[src/logic/wer_consts.svh]
// Register indices, reset values and field layout of the wake-up routing enables
`ifndef WER_CONSTS_SVH
`define WER_CONSTS_SVH

// ==========================================================================
// Register indices (byte address is four times the index)
// ==========================================================================
`define WER_IDX_IRQ_ROUTE 6'h16
`define WER_IDX_ON_EN_A 6'h17
`define WER_IDX_ON_EN_B 6'h18
`define WER_IDX_OFF_EN_A 6'h19
`define WER_IDX_IRQ_STATUS 6'h1D
`define WER_IDX_IRQ_MASK 6'h1E
`define WER_IDX_SOFT_RESET 6'h1F

// ==========================================================================
// Reset values and masks
// ==========================================================================
`define WER_RST_IRQ_ROUTE 8'h00
`define WER_RST_ON_EN_A 8'h1F
`define WER_RST_ON_EN_B 8'hFF
`define WER_RST_OFF_EN_A 8'h1F
`define WER_RST_IRQ_MASK 8'hFF
`define WER_RST_STATUS 8'h00
`define WER_MASK_EXT_A 8'h1F
`define WER_ZERO_WORD 32'h0000_0000

// ==========================================================================
// Field positions
// ==========================================================================
`define WER_BIT_SOFT_RESET 0
`define WER_BIT_RING_SHARED 4
`define WER_BIT_INFRARED 4
`define WER_BIT_MOUSE 3
`define WER_BIT_KEYBOARD 2
`define WER_BIT_RING_TWO 1
`define WER_BIT_RING_ONE 0

`endif

[src/logic/wer_pkg.sv]
// Types shared by the wake-up routing enable block
`default_nettype none

package wer_pkg;

    // Raw or gated wake-up events, grouped as the enable registers are
    typedef struct packed {
        logic infrared_remote_event;
        logic mouse;
        logic keyboard;
        logic ring_indicate_two;
        logic ring_indicate_one;
    } wer_ext_events_t;

    typedef struct packed {
        wer_ext_events_t ext;
        logic [7:0] gp_input_event;
    } wer_events_t;

endpackage : wer_pkg

`default_nettype wire

[src/logic/wer_routing.sv]
// Wake-up event routing enables: APB registers, detector gating and interrupt routing
//
// Notes on behaviour
// - Standby power-up or software reset clears the interrupt-routing register to zero.
// - A set routing bit raises the interrupt for its detected event, regardless of wake enables; the code also needs the event's irq_mask bit set.
// - Interrupt-routing register for general-purpose events sits at index 16h.
// - Routing bit n serves general-purpose event n; bit 4 is the shared ring event.
// - With main supply present, raw events reach detectors only when enabled.
// - First supply-present register: index 17h, reset 1Fh, bits 7-5 reserved.
// - Second supply-present register resets to FFh; bit n gates general-purpose event n.
// - Second supply-present register sits at index 18h.
// - With main supply absent, raw non-general events reach detectors only when enabled.
// - Supply-absent register: index 19h, reset 1Fh, same layout, bits 7-5 reserved.
//
// The implementer's own choice: register access over APB.
`include "wer_consts.svh"
`default_nettype none

module wer_routing (
    input wire logic pclk,
    input wire logic presetn,
    // APB slave
    input wire logic psel,
    input wire logic penable,
    input wire logic pwrite,
    input wire logic [7:0] paddr,
    input wire logic [31:0] pwdata,
    output logic [31:0] prdata,
    output logic pready,
    output logic pslverr,
    // Main supply sense pin
    input wire logic vdd_present,
    // Raw wake-up events from pins
    input wire wer_pkg::wer_events_t raw_events,
    // Supply-absent gate for general-purpose events, kept by a neighbouring register
    input wire logic [7:0] off_gp_enable,
    // Gated events toward the event detectors
    output wer_pkg::wer_events_t detector_events,
    // Detected general-purpose events back from the detectors (same clock)
    input wire logic [7:0] detected_gp_events,
    // Interrupt channel request
    output logic irq
);

    // ======================================================================
    // Registers and decode
    // ======================================================================
    logic [7:0] gp_event_irq_route_enable;
    logic [7:0] vdd_on_detector_enable_a;
    logic [7:0] vdd_on_detector_enable_b;
    logic [7:0] vdd_off_detector_enable_a;
    logic [7:0] irq_status;
    logic [7:0] irq_mask;
    logic soft_reset;

    logic [5:0] reg_index;
    logic addr_aligned;
    logic addr_mapped;
    logic setup_phase;
    logic access_phase;
    logic wr_access;
    logic [7:0] wdata;
    logic [31:0] next_prdata;

    assign reg_index = paddr[7:2];
    assign addr_aligned = (paddr[1:0] == 2'b00);
    assign setup_phase = psel && !penable;
    assign access_phase = psel && penable;
    assign wdata = pwdata[7:0];

    always_comb
    begin
        unique case (reg_index)
            `WER_IDX_IRQ_ROUTE, `WER_IDX_ON_EN_A, `WER_IDX_ON_EN_B, `WER_IDX_OFF_EN_A,
            `WER_IDX_IRQ_STATUS, `WER_IDX_IRQ_MASK, `WER_IDX_SOFT_RESET:
                addr_mapped = addr_aligned;
            default:
                addr_mapped = 1'b0;
        endcase
    end

    // Zero wait states: every access completes in its first access cycle
    assign pready = 1'b1;
    assign pslverr = access_phase && !addr_mapped;
    assign wr_access = access_phase && pwrite && addr_mapped;

    // ======================================================================
    // Software reset pulse
    // ======================================================================
    // Registered so the pulse lands one cycle after the write, like a reset would
    always_ff @(posedge pclk or negedge presetn)
    begin
        if (!presetn)
        begin
            soft_reset <= 1'b0;
        end
        else
        begin
            soft_reset <= wr_access && (reg_index == `WER_IDX_SOFT_RESET) && wdata[`WER_BIT_SOFT_RESET];
        end
    end

    // ======================================================================
    // Enable registers
    // ======================================================================
    always_ff @(posedge pclk or negedge presetn)
    begin
        if (!presetn)
        begin
            gp_event_irq_route_enable <= `WER_RST_IRQ_ROUTE;
        end
        else if (soft_reset)
        begin
            gp_event_irq_route_enable <= `WER_RST_IRQ_ROUTE;
        end
        else if (wr_access && reg_index == `WER_IDX_IRQ_ROUTE)
        begin
            gp_event_irq_route_enable <= wdata;
        end
    end

    always_ff @(posedge pclk or negedge presetn)
    begin
        if (!presetn)
        begin
            vdd_on_detector_enable_a <= `WER_RST_ON_EN_A;
        end
        else if (soft_reset)
        begin
            vdd_on_detector_enable_a <= `WER_RST_ON_EN_A;
        end
        else if (wr_access && reg_index == `WER_IDX_ON_EN_A)
        begin
            vdd_on_detector_enable_a <= wdata & `WER_MASK_EXT_A;
        end
    end

    always_ff @(posedge pclk or negedge presetn)
    begin
        if (!presetn)
        begin
            vdd_on_detector_enable_b <= `WER_RST_ON_EN_B;
        end
        else if (soft_reset)
        begin
            vdd_on_detector_enable_b <= `WER_RST_ON_EN_B;
        end
        else if (wr_access && reg_index == `WER_IDX_ON_EN_B)
        begin
            vdd_on_detector_enable_b <= wdata;
        end
    end

    always_ff @(posedge pclk or negedge presetn)
    begin
        if (!presetn)
        begin
            vdd_off_detector_enable_a <= `WER_RST_OFF_EN_A;
        end
        else if (soft_reset)
        begin
            vdd_off_detector_enable_a <= `WER_RST_OFF_EN_A;
        end
        else if (wr_access && reg_index == `WER_IDX_OFF_EN_A)
        begin
            vdd_off_detector_enable_a <= wdata & `WER_MASK_EXT_A;
        end
    end

    always_ff @(posedge pclk or negedge presetn)
    begin
        if (!presetn)
        begin
            irq_mask <= `WER_RST_IRQ_MASK;
        end
        else if (soft_reset)
        begin
            irq_mask <= `WER_RST_IRQ_MASK;
        end
        else if (wr_access && reg_index == `WER_IDX_IRQ_MASK)
        begin
            irq_mask <= wdata;
        end
    end

    // ======================================================================
    // Read data, captured in the setup cycle
    // ======================================================================
    always_comb
    begin
        next_prdata = `WER_ZERO_WORD;
        unique case (reg_index)
            `WER_IDX_IRQ_ROUTE: next_prdata[7:0] = gp_event_irq_route_enable;
            `WER_IDX_ON_EN_A: next_prdata[7:0] = vdd_on_detector_enable_a;
            `WER_IDX_ON_EN_B: next_prdata[7:0] = vdd_on_detector_enable_b;
            `WER_IDX_OFF_EN_A: next_prdata[7:0] = vdd_off_detector_enable_a;
            `WER_IDX_IRQ_STATUS: next_prdata[7:0] = irq_status;
            `WER_IDX_IRQ_MASK: next_prdata[7:0] = irq_mask;
            default: next_prdata = `WER_ZERO_WORD;
        endcase
        if (!addr_aligned)
        begin
            next_prdata = `WER_ZERO_WORD;
        end
    end

    always_ff @(posedge pclk or negedge presetn)
    begin
        if (!presetn)
        begin
            prdata <= `WER_ZERO_WORD;
        end
        else if (setup_phase && !pwrite)
        begin
            prdata <= next_prdata;
        end
    end

    // ======================================================================
    // Raw event gating toward the detectors
    // ======================================================================
    wer_pkg::wer_events_t raw_sync;
    logic vdd_present_sync;
    wer_pkg::wer_events_t next_detector_events;

    wer_sync #(
        .WIDTH($bits(wer_pkg::wer_events_t) + 1)
    ) u_pin_sync (
        .pclk(pclk),
        .presetn(presetn),
        .async_in({raw_events, vdd_present}),
        .sync_out({raw_sync, vdd_present_sync})
    );

    always_comb
    begin
        if (vdd_present_sync)
        begin
            next_detector_events.ext = raw_sync.ext & vdd_on_detector_enable_a[4:0];
            next_detector_events.gp_input_event = raw_sync.gp_input_event & vdd_on_detector_enable_b;
        end
        else
        begin
            next_detector_events.ext = raw_sync.ext & vdd_off_detector_enable_a[4:0];
            // General-purpose events use the neighbouring supply-absent register
            next_detector_events.gp_input_event = raw_sync.gp_input_event & off_gp_enable;
        end
    end

    always_ff @(posedge pclk or negedge presetn)
    begin
        if (!presetn)
        begin
            detector_events <= '0;
        end
        else
        begin
            detector_events <= next_detector_events;
        end
    end

    // ======================================================================
    // Interrupt routing of detected general-purpose events
    // ======================================================================
    logic [7:0] routed_events;
    logic [7:0] status_clear;

    // The general wake enables play no part here
    assign routed_events = detected_gp_events & gp_event_irq_route_enable;
    assign status_clear = (wr_access && reg_index == `WER_IDX_IRQ_STATUS) ? wdata : `WER_RST_STATUS;

    // Set wins over a write-one clear in the same cycle
    always_ff @(posedge pclk or negedge presetn)
    begin
        if (!presetn)
        begin
            irq_status <= `WER_RST_STATUS;
        end
        else if (soft_reset)
        begin
            irq_status <= `WER_RST_STATUS;
        end
        else
        begin
            irq_status <= (irq_status & ~status_clear) | routed_events;
        end
    end

    assign irq = |(irq_status & irq_mask);

    // ======================================================================
    // Checks
    // ======================================================================
    route_soft_clear_a: assert property (
        @(posedge pclk) disable iff (!presetn)
        soft_reset |=> (gp_event_irq_route_enable == `WER_RST_IRQ_ROUTE)
    ) else $error("Routing register not cleared by software reset");

    route_raises_irq_a: assert property (
        @(posedge pclk) disable iff (!presetn)
        (detected_gp_events[`WER_BIT_RING_SHARED] && gp_event_irq_route_enable[`WER_BIT_RING_SHARED]
            && irq_mask[`WER_BIT_RING_SHARED] && !soft_reset) ##1 irq_mask[`WER_BIT_RING_SHARED] |-> irq
    ) else $error("Routed shared ring event did not raise the interrupt");

    route_write_a: assert property (
        @(posedge pclk) disable iff (!presetn)
        (wr_access && paddr == {`WER_IDX_IRQ_ROUTE, 2'b00} && !soft_reset)
            |=> (gp_event_irq_route_enable == $past(pwdata[7:0]))
    ) else $error("Write to routing register not taken");

    route_bit_map_a: assert property (
        @(posedge pclk) disable iff (!presetn)
        (!soft_reset && !(wr_access && reg_index == `WER_IDX_IRQ_STATUS))
            |=> ((irq_status & ~$past(irq_status)) == ($past(routed_events) & ~$past(irq_status)))
    ) else $error("Status bit set without its routed event");

    on_gate_a: assert property (
        @(posedge pclk) disable iff (!presetn)
        vdd_present_sync |=> (detector_events.ext == ($past(raw_sync.ext) & $past(vdd_on_detector_enable_a[4:0])))
    ) else $error("Supply-present gating wrong for extension events");

    on_a_reserved_a: assert property (
        @(posedge pclk) disable iff (!presetn)
        vdd_on_detector_enable_a[7:5] == 3'b000
    ) else $error("Reserved bits of first supply-present register set");

    on_b_gate_a: assert property (
        @(posedge pclk) disable iff (!presetn)
        vdd_present_sync ##1 1'b1 |-> detector_events.gp_input_event
            == ($past(raw_sync.gp_input_event) & $past(vdd_on_detector_enable_b))
    ) else $error("Supply-present gating wrong for general-purpose events");

    on_b_write_a: assert property (
        @(posedge pclk) disable iff (!presetn)
        (wr_access && paddr == {`WER_IDX_ON_EN_B, 2'b00} && !soft_reset)
            |=> (vdd_on_detector_enable_b == $past(pwdata[7:0]))
    ) else $error("Write to second supply-present register not taken");

    off_gate_a: assert property (
        @(posedge pclk) disable iff (!presetn)
        !vdd_present_sync |=> (detector_events.ext == ($past(raw_sync.ext) & $past(vdd_off_detector_enable_a[4:0])))
    ) else $error("Supply-absent gating wrong");

    off_soft_reset_a: assert property (
        @(posedge pclk) disable iff (!presetn)
        soft_reset |=> (vdd_off_detector_enable_a == `WER_RST_OFF_EN_A && vdd_on_detector_enable_a == `WER_RST_ON_EN_A)
    ) else $error("Extension registers not restored to 1Fh");

    // Compare with the setup-cycle value: a software reset may land between setup and access
    off_readback_a: assert property (
        @(posedge pclk) disable iff (!presetn)
        (setup_phase && !pwrite && paddr == {`WER_IDX_OFF_EN_A, 2'b00}) ##1 access_phase
            |-> (prdata == {24'h00_0000, $past(vdd_off_detector_enable_a)})
    ) else $error("Read data does not match supply-absent register");

endmodule : wer_routing

`default_nettype wire

[src/logic/wer_sync.sv]
// Two-stage synchroniser, one per bit
`default_nettype none

module wer_sync #(
    parameter int WIDTH = 1
) (
    input wire logic pclk,
    input wire logic presetn,
    input wire logic [WIDTH-1:0] async_in,
    output logic [WIDTH-1:0] sync_out
);

    genvar i;

    generate
        for (i = 0; i < WIDTH; i++)
        begin : g_bit
            logic stage_one;
            always_ff @(posedge pclk or negedge presetn)
            begin
                if (!presetn)
                begin
                    stage_one <= 1'b0;
                    sync_out[i] <= 1'b0;
                end
                else
                begin
                    stage_one <= async_in[i];
                    sync_out[i] <= stage_one;
                end
            end
        end
    endgenerate

endmodule : wer_sync

`default_nettype wire

[config.mk]
export PLATFORM = sky130hd
export DESIGN_NAME = wer_routing
export DESIGN_NICKNAME = d
export VERILOG_FILES = /design/src/logic/wer_pkg.sv /design/src/logic/wer_routing.sv /design/src/logic/wer_sync.sv
export VERILOG_INCLUDE_DIRS = /design/src /design/src/logic
export SDC_FILE = /design/constraint.sdc
export NUM_CORES = 1
export LEC_CHECK = 0
export BUFFER_PORTS_ARGS = -buffer_cell sky130_fd_sc_hd__buf_4
export CORE_MARGIN = 4
export CORE_UTILIZATION = 28
export DETAILED_ROUTE_END_ITERATION = 8
export PLACE_DENSITY = 0.48
export SYNTH_ARGS = -nofsm -noshare
export SYNTH_HDL_FRONTEND = slang
export SYNTH_SLANG_ARGS = --single-unit
[constraint.sdc]
create_clock -name pclk -period 2.3 [get_ports pclk]
set_clock_uncertainty 0.05 [all_clocks]
set_input_delay 0.115 -clock pclk [delete_from_list [all_inputs] [get_ports pclk]]
set_output_delay 0.115 -clock pclk [all_outputs]
set_load 0.02 [all_outputs]
### After elaboration in Yosys (flattened, before gate mapping)

Index checks and enable logic that the tools add are counted.

| word-level totals | value |
|---|---|
| register bits | 122 |
| bits of input ports | 75 |
| output and inout port bits | 48 |

| cells by class | value |
|---|---|
| equality and inequality tests | 7 |
| mux-type cells | 16 |
| bitwise logic cells | 9 |
| reduce and logical (&&, ||, !) cells | 25 |

Operators by type and width:

| cell | number |
|---|---|
| 8-bit two-way mux | 13 |
| 8-bit one-hot mux with 6 select lines | 1 |
| 6-bit by 5-bit equality test with 1-bit output, second input constant | 7 |
| 8-bit bitwise AND | 5 |
| 1-bit logical AND | 14 |
| 13-bit two-way mux | 1 |
| 5-bit bitwise AND | 2 |
| 2-bit nonzero test | 5 |
| 8-bit inverter | 1 |
| 8-bit OR | 1 |
| 8-bit OR reduction | 1 |
| 7-bit OR reduction | 1 |
| 1-bit logical NOT | 3 |
| 2-bit logical NOT | 1 |
| 1-bit two-way mux | 1 |

### Depth between registers and ports, before layout

| logic depth | value |
|---|---|
| depth after elaboration | 10 |
| depth in mapped cells | 7 |
| mapped depth without buffers | 4 |

### Modules after synthesis

From an unflattened synthesis, not the netlist that was laid out.

| second synthesis, totals | value |
|---|---|
| cells, all modules | 363 |
| area, all modules | 4202.8 um^2 |

Modules (own cells, without submodules):

| module | instances | cells each | area an instance (um^2) | seq. area each (um^2) |
|---|---|---|---|---|
| wer_routing | 1 | 335 | 3502.1 | 1634.1 |
| wer_sync | 1 | 28 | 700.7 | 700.7 |

### Least setup slack after synthesis

Ideal clock, no wire load.

| timing | value |
|---|---|
| path type | in2reg |
| from | input paddr[1] |
| to | register irq_mask[5] |
| data arrival time | 1.401 ns |
| path slack | 0.745 ns |
| cell stages on the path | 7 |
| path buffers | 3 |
| path through | or2_1 buf_6 or4_1 buf_2 buf_6 nand2_1 o211ai_2 |

| on the way | value |
|---|---|
| longest elaborated chain between the ends | 5 |

RTL lines:

| item | RTL line | RTL |
|---|---|---|
| start: declaration | wer_routing.sv:26 | `input wire logic [7:0] paddr,` |
| 2-bit logical NOT | wer_routing.sv:66 | `assign addr_aligned = (paddr[1:0] == 2'b00);` |
| 1-bit two-way mux | wer_routing.sv:73 | `unique case (reg_index)` |
| 1-bit logical AND | wer_routing.sv:85 | `assign wr_access = access_phase && pwrite && addr_mapped;` |
| 1-bit logical AND (no line) | n/a |  |
| 2-bit nonzero test (no line) | n/a |  |
| end signal: assignment | wer_routing.sv:174 | `` irq_mask <= `WER_RST_IRQ_MASK; `` |
| end signal: assignment | wer_routing.sv:178 | `` irq_mask <= `WER_RST_IRQ_MASK; `` |
| end signal: assignment | wer_routing.sv:182 | `irq_mask <= wdata;` |
| end: declaration | wer_routing.sv:53 | `logic [7:0] irq_mask;` |

Every way passes these cells.
A chain may end at the register's enable or synchronous reset.

### Final worst setup path

| timing | value |
|---|---|
| from | input paddr[1] |
| to | output pslverr |

| on the way | value |
|---|---|
| longest elaborated chain between the ends | 4 |

RTL lines:

| item | RTL line | RTL |
|---|---|---|
| 2-bit logical NOT | wer_routing.sv:66 |  |
| 1-bit two-way mux | wer_routing.sv:73 |  |
| 1-bit logical NOT | wer_routing.sv:84 | `assign pslverr = access_phase && !addr_mapped;` |
| 1-bit logical AND | wer_routing.sv:84 |  |
| end: declaration | wer_routing.sv:30 | `output logic pslverr,` |

Every way passes these cells.

==> impl_metrics.py <==
metrics = {
    "status": {
        "outcome": "finished, final reports clean",
    },
    "sta": {
        "worst_slew_pin_slew_ns": 0.8109,
        "finalHoldViolations": 0,
        "period_share_pct": 73.84,
        "setup_viol": 0,
        "finalSetupTns_ns": 0,
        "min_period_ns": 1.698,
        "maxSlewHeadroom_pct": 45.94,
        "fmax_mhz": 588.8,
        "maxSlewViolCount": 0,
        "rsz0062_at_grt": "false",
    },
    "pwr": {
        "intPower_mw": 2.752,
        "p_sw_mw": 0.9475,
        "p_seq_share_pct": 46.9,
        "leakagePower_nw": 2.484,
        "ir_drop_v": 0.0003335,
        "combPwrFrac_pct": 12.2,
        "power_frac_clock_pct": 40.9,
        "switching_share_pct": 25.61,
        "power_density_nw_per_um2": 668.8,
    },
    "synthesis": {
        "synth.cell_area_um2": 4183,
        "synthFlopType": "dfrtp_1",
        "synth_enable_flop_cells": 0,
        "synth_xor_area_share_pct": 0,
        "synth.mux.area_fraction_pct": 7.897,
        "synth_top_cell_by_area": "dfrtp_1",
        "synthAdderAreaFrac_pct": 0,
        "synth_compound_area_share_pct": 14.63,
        "synth-async-reset-ratio_pct": 100.0,
        "yosys_warnings": 0,
        "seq_area_frac_synth_pct": 55.82,
        "synth_cell_type_count": 39,
        "syn_inst": 366,
        "synth_top_family_by_area": "compound AO/OA/AOI/OAI gates",
        "synth.ff_latch_count": 92,
        "synth.area.top_cells": "dfrtp_1 39%, dfstp_2 16%, mux2i_1 7.9%, buf_4 4.5%, a21oi_1 2.4%",
        "synth_simple_gate_area_share_pct": 13.61,
        "syn_avg_cell_area_um2": 11.43,
        "yosysMostFrequentCell": "dfrtp_1",
        "synth_commonest_cells": "66 x dfrtp_1, 33 x mux2i_1, 26 x dfstp_2",
        "synth_top_area_share_pct": 39.49,
    },
    "layout": {
        "multi_input_comb_area_um2": 1605,
        "regArea_um2": 2335,
        "drive_gt1_share_pct": 30.35,
        "area_growth_pct": 32.25,
        "nets": 551,
        "final.fill_count": 1448,
        "final_cells": 665,
        "diodes": 0,
    },
    "global_route": {
        "grt_pass1_vias": 3229,
        "grt-ovfl-total": 0,
        "grt_max_degree": 51,
        "grt_pass1_wl_um": 18130,
        "antenna_found_initial": 0,
        "grt_use_total_pct": 14.03,
    },
    "clock_tree": {
        "clock_path_buffers": 2,
        "cts_root_buf": "clkbuf_16",
        "cts_setup_buffers": 0,
        "cts_resized": 0,
        "ctsHtreeMaxLevel": 3,
        "clk_pin_slew_ns": 0.07,
        "numCtsBuffers": 9,
        "cts_tree": "yes",
        "clkLatencyLatePin_ns": 0.35,
        "cts.sinks": 92,
    },
    "detailed_routing": {
        "wirelength_um": 11280,
        "dr.pass1.iters": 4,
        "vias": 3117,
        "drt-initial-drc-count": 223,
        "vias_per_cell": 4.687,
        "post_drt_wl_per_cell_um": 16.97,
        "drtAntennaViolNets": 0,
        "drc_errors": 0,
    },
    "place": {
        "gp_congestion": 0.8074,
        "hpwl_um": 7836,
        "dp.cells": 610,
        "port_buffers": 73,
    },
    "die": {
        "ioPinCount": 123,
        "start_util_pct": 28.67,
        "coreArea_um2": 14590,
        "die-area_um2": 16960,
        "die_h_um": 130.2,
        "die_x_um": 130.2,
        "rows": 44,
    },
    "worst_setup_path": {
        "endpoint_kind": "output port",
        "critPathLaunchType": "input pin",
        "arrival_ns": 1.53,
        "worstSetupPathType": "input pin to output port",
        "crit_fanout": 7,
        "worstPathRequired_ns": 2.13,
    },
    "min_path": {
        "min_path_type": "input pin to flop",
    },
    "job": {
        "maxCapViolations": 0,
    },
}
logic make-up after synthesis:
| kind of cell | after synthesis |
|---|---|
| other | 2 |
| multiplexers | 33 |
| flip-flops | 92 |
| buffers and inverters | 55 |
| AND/OR/NAND/NOR | 97 |
| AO/OA/AOI/OAI | 87 |
placed cells by master (no fill, tap or decap), drive strengths merged, types with 5 or more instances in the layout:
master | synthesis | routed
inv | 9 | 10
nor2 | 17 | 17
a21oi | 20 | 20
o21ai | 27 | 27
conb | 2 | 25
nand3 | 9 | 9
or3 | 7 | 7
a22oi | 9 | 9
nand2 | 21 | 21
buf | 33 | 83
dfstp | 26 | 26
o211ai | 8 | 8
nand3b | 8 | 8
a22o | 5 | 5
nor2b | 16 | 16
clkbuf | 13 | 9
o311ai | 8 | 8
mux2i | 33 | 33
dfrtp | 66 | 66
o221ai | 5 | 5
dlygate4sd3 | 0 | 39
worst paths after layout:
| path | start | endpoint | slack [ns] | depth (start not counted) |
|---|---|---|---|---|
| worst max-delay path | paddr[1] | pslverr | 0.60 | 5 |
| worst min-delay path | paddr[4] | soft_reset | 0.11 | 4 |
| worst max register to register | vdd_on_detector_enable_a[4] | prdata[4] | 0.94 | 4 |
| worst min register to register | u_pin_sync.g_bit[3].stage_one | u_pin_sync.sync_out[3] | 0.30 | 0 |
| max in group asynchronous | presetn | vdd_on_detector_enable_b[5] | 1.16 | 3 |
| min in group asynchronous | presetn | u_pin_sync.g_bit[0].stage_one | 0.31 | 2 |
layer usage:
| layer | vias to the layer above | GRT usage (%) | wire (um) |
|---|---|---|---|
| li1 | 1476 | - | - |
| met1 | 1503 | 19.97 | 5114 |
| met2 | 121 | 21.09 | 5009 |
| met3 | 17 | 2.702 | 919 |
| met4 | 0 | 5.440 | 239 |
| met5 | - | 0 | 0 |
state kept, by name (all words and copies together) (netlist names):
signal and cells:
u_pin_sync.g_bit.stage_one 14, u_pin_sync.sync_out 14, detector_events 13, gp_event_irq_route_enable 8, irq_mask 8, irq_status 8, prdata 8, vdd_on_detector_enable_b 8
vdd_off_detector_enable_a 5, vdd_on_detector_enable_a 5, soft_reset 1
worst max-delay path, stage by stage:
cell and delay, ns:
buf_4 0.10, or2_1 0.35, or2_2 0.41, o311a_2 0.40, buf_4 0.16
power by group through the flow:
stage / sequential (mW) / combinational [mW] / clock [mW]
finish: 1.74 / 0.453 / 1.51
global route: 1.74 / 0.500 / 1.63
CTS: 1.74 / 0.458 / 1.56
detailed placement: 1.76 / 0.403 / 0
global placement: 1.76 / 0.400 / 0
floorplan: 1.77 / 0.225 / 0
per-stage QoR:
step / util (%) / cell area (um2) / total power, mW / hold WS, ns / worst slack, ns
6_report: 37.92 / 5532 / 3.700 / 0.1086 / 0.6017
5_1_grt: 37.92 / 5532 / 3.869 / 0.1505 / 0.5485
4_1_cts: 37.92 / 5532 / 3.749 / 0.09150 / 0.5880
3_5_place_dp: 33.17 / 4840 / 2.167 / 0.1533 / 0.3624
3_3_place_gp: 33.17 / 4840 / 2.162 / 0.1400 / 0.4231
2_1_floorplan: - / 4269 / 1.994 / -0.2306 / 0.7454
area by class of cell:
cell class / count / share of cell area, %
Sequential cell: 92 / 42.21
Multi-Input combinational cell: 242 / 29.02
Timing Repair Buffer: 122 / 18.55
Tap cell: 184 / 4.162
Clock buffer: 9 / 4.071
Clock inverter: 7 / 1.380
Inverter: 9 / 0.6107
timing repair:
| action | 4_1_cts | 5_1_grt |
|---|---|---|
| hold buffers | 39 | 0 |
| hold endpoints to repair | 85 | 0 |
| endpoints found under the setup margin | 0 | 0 |
Power figures use the tool's default switching activity.
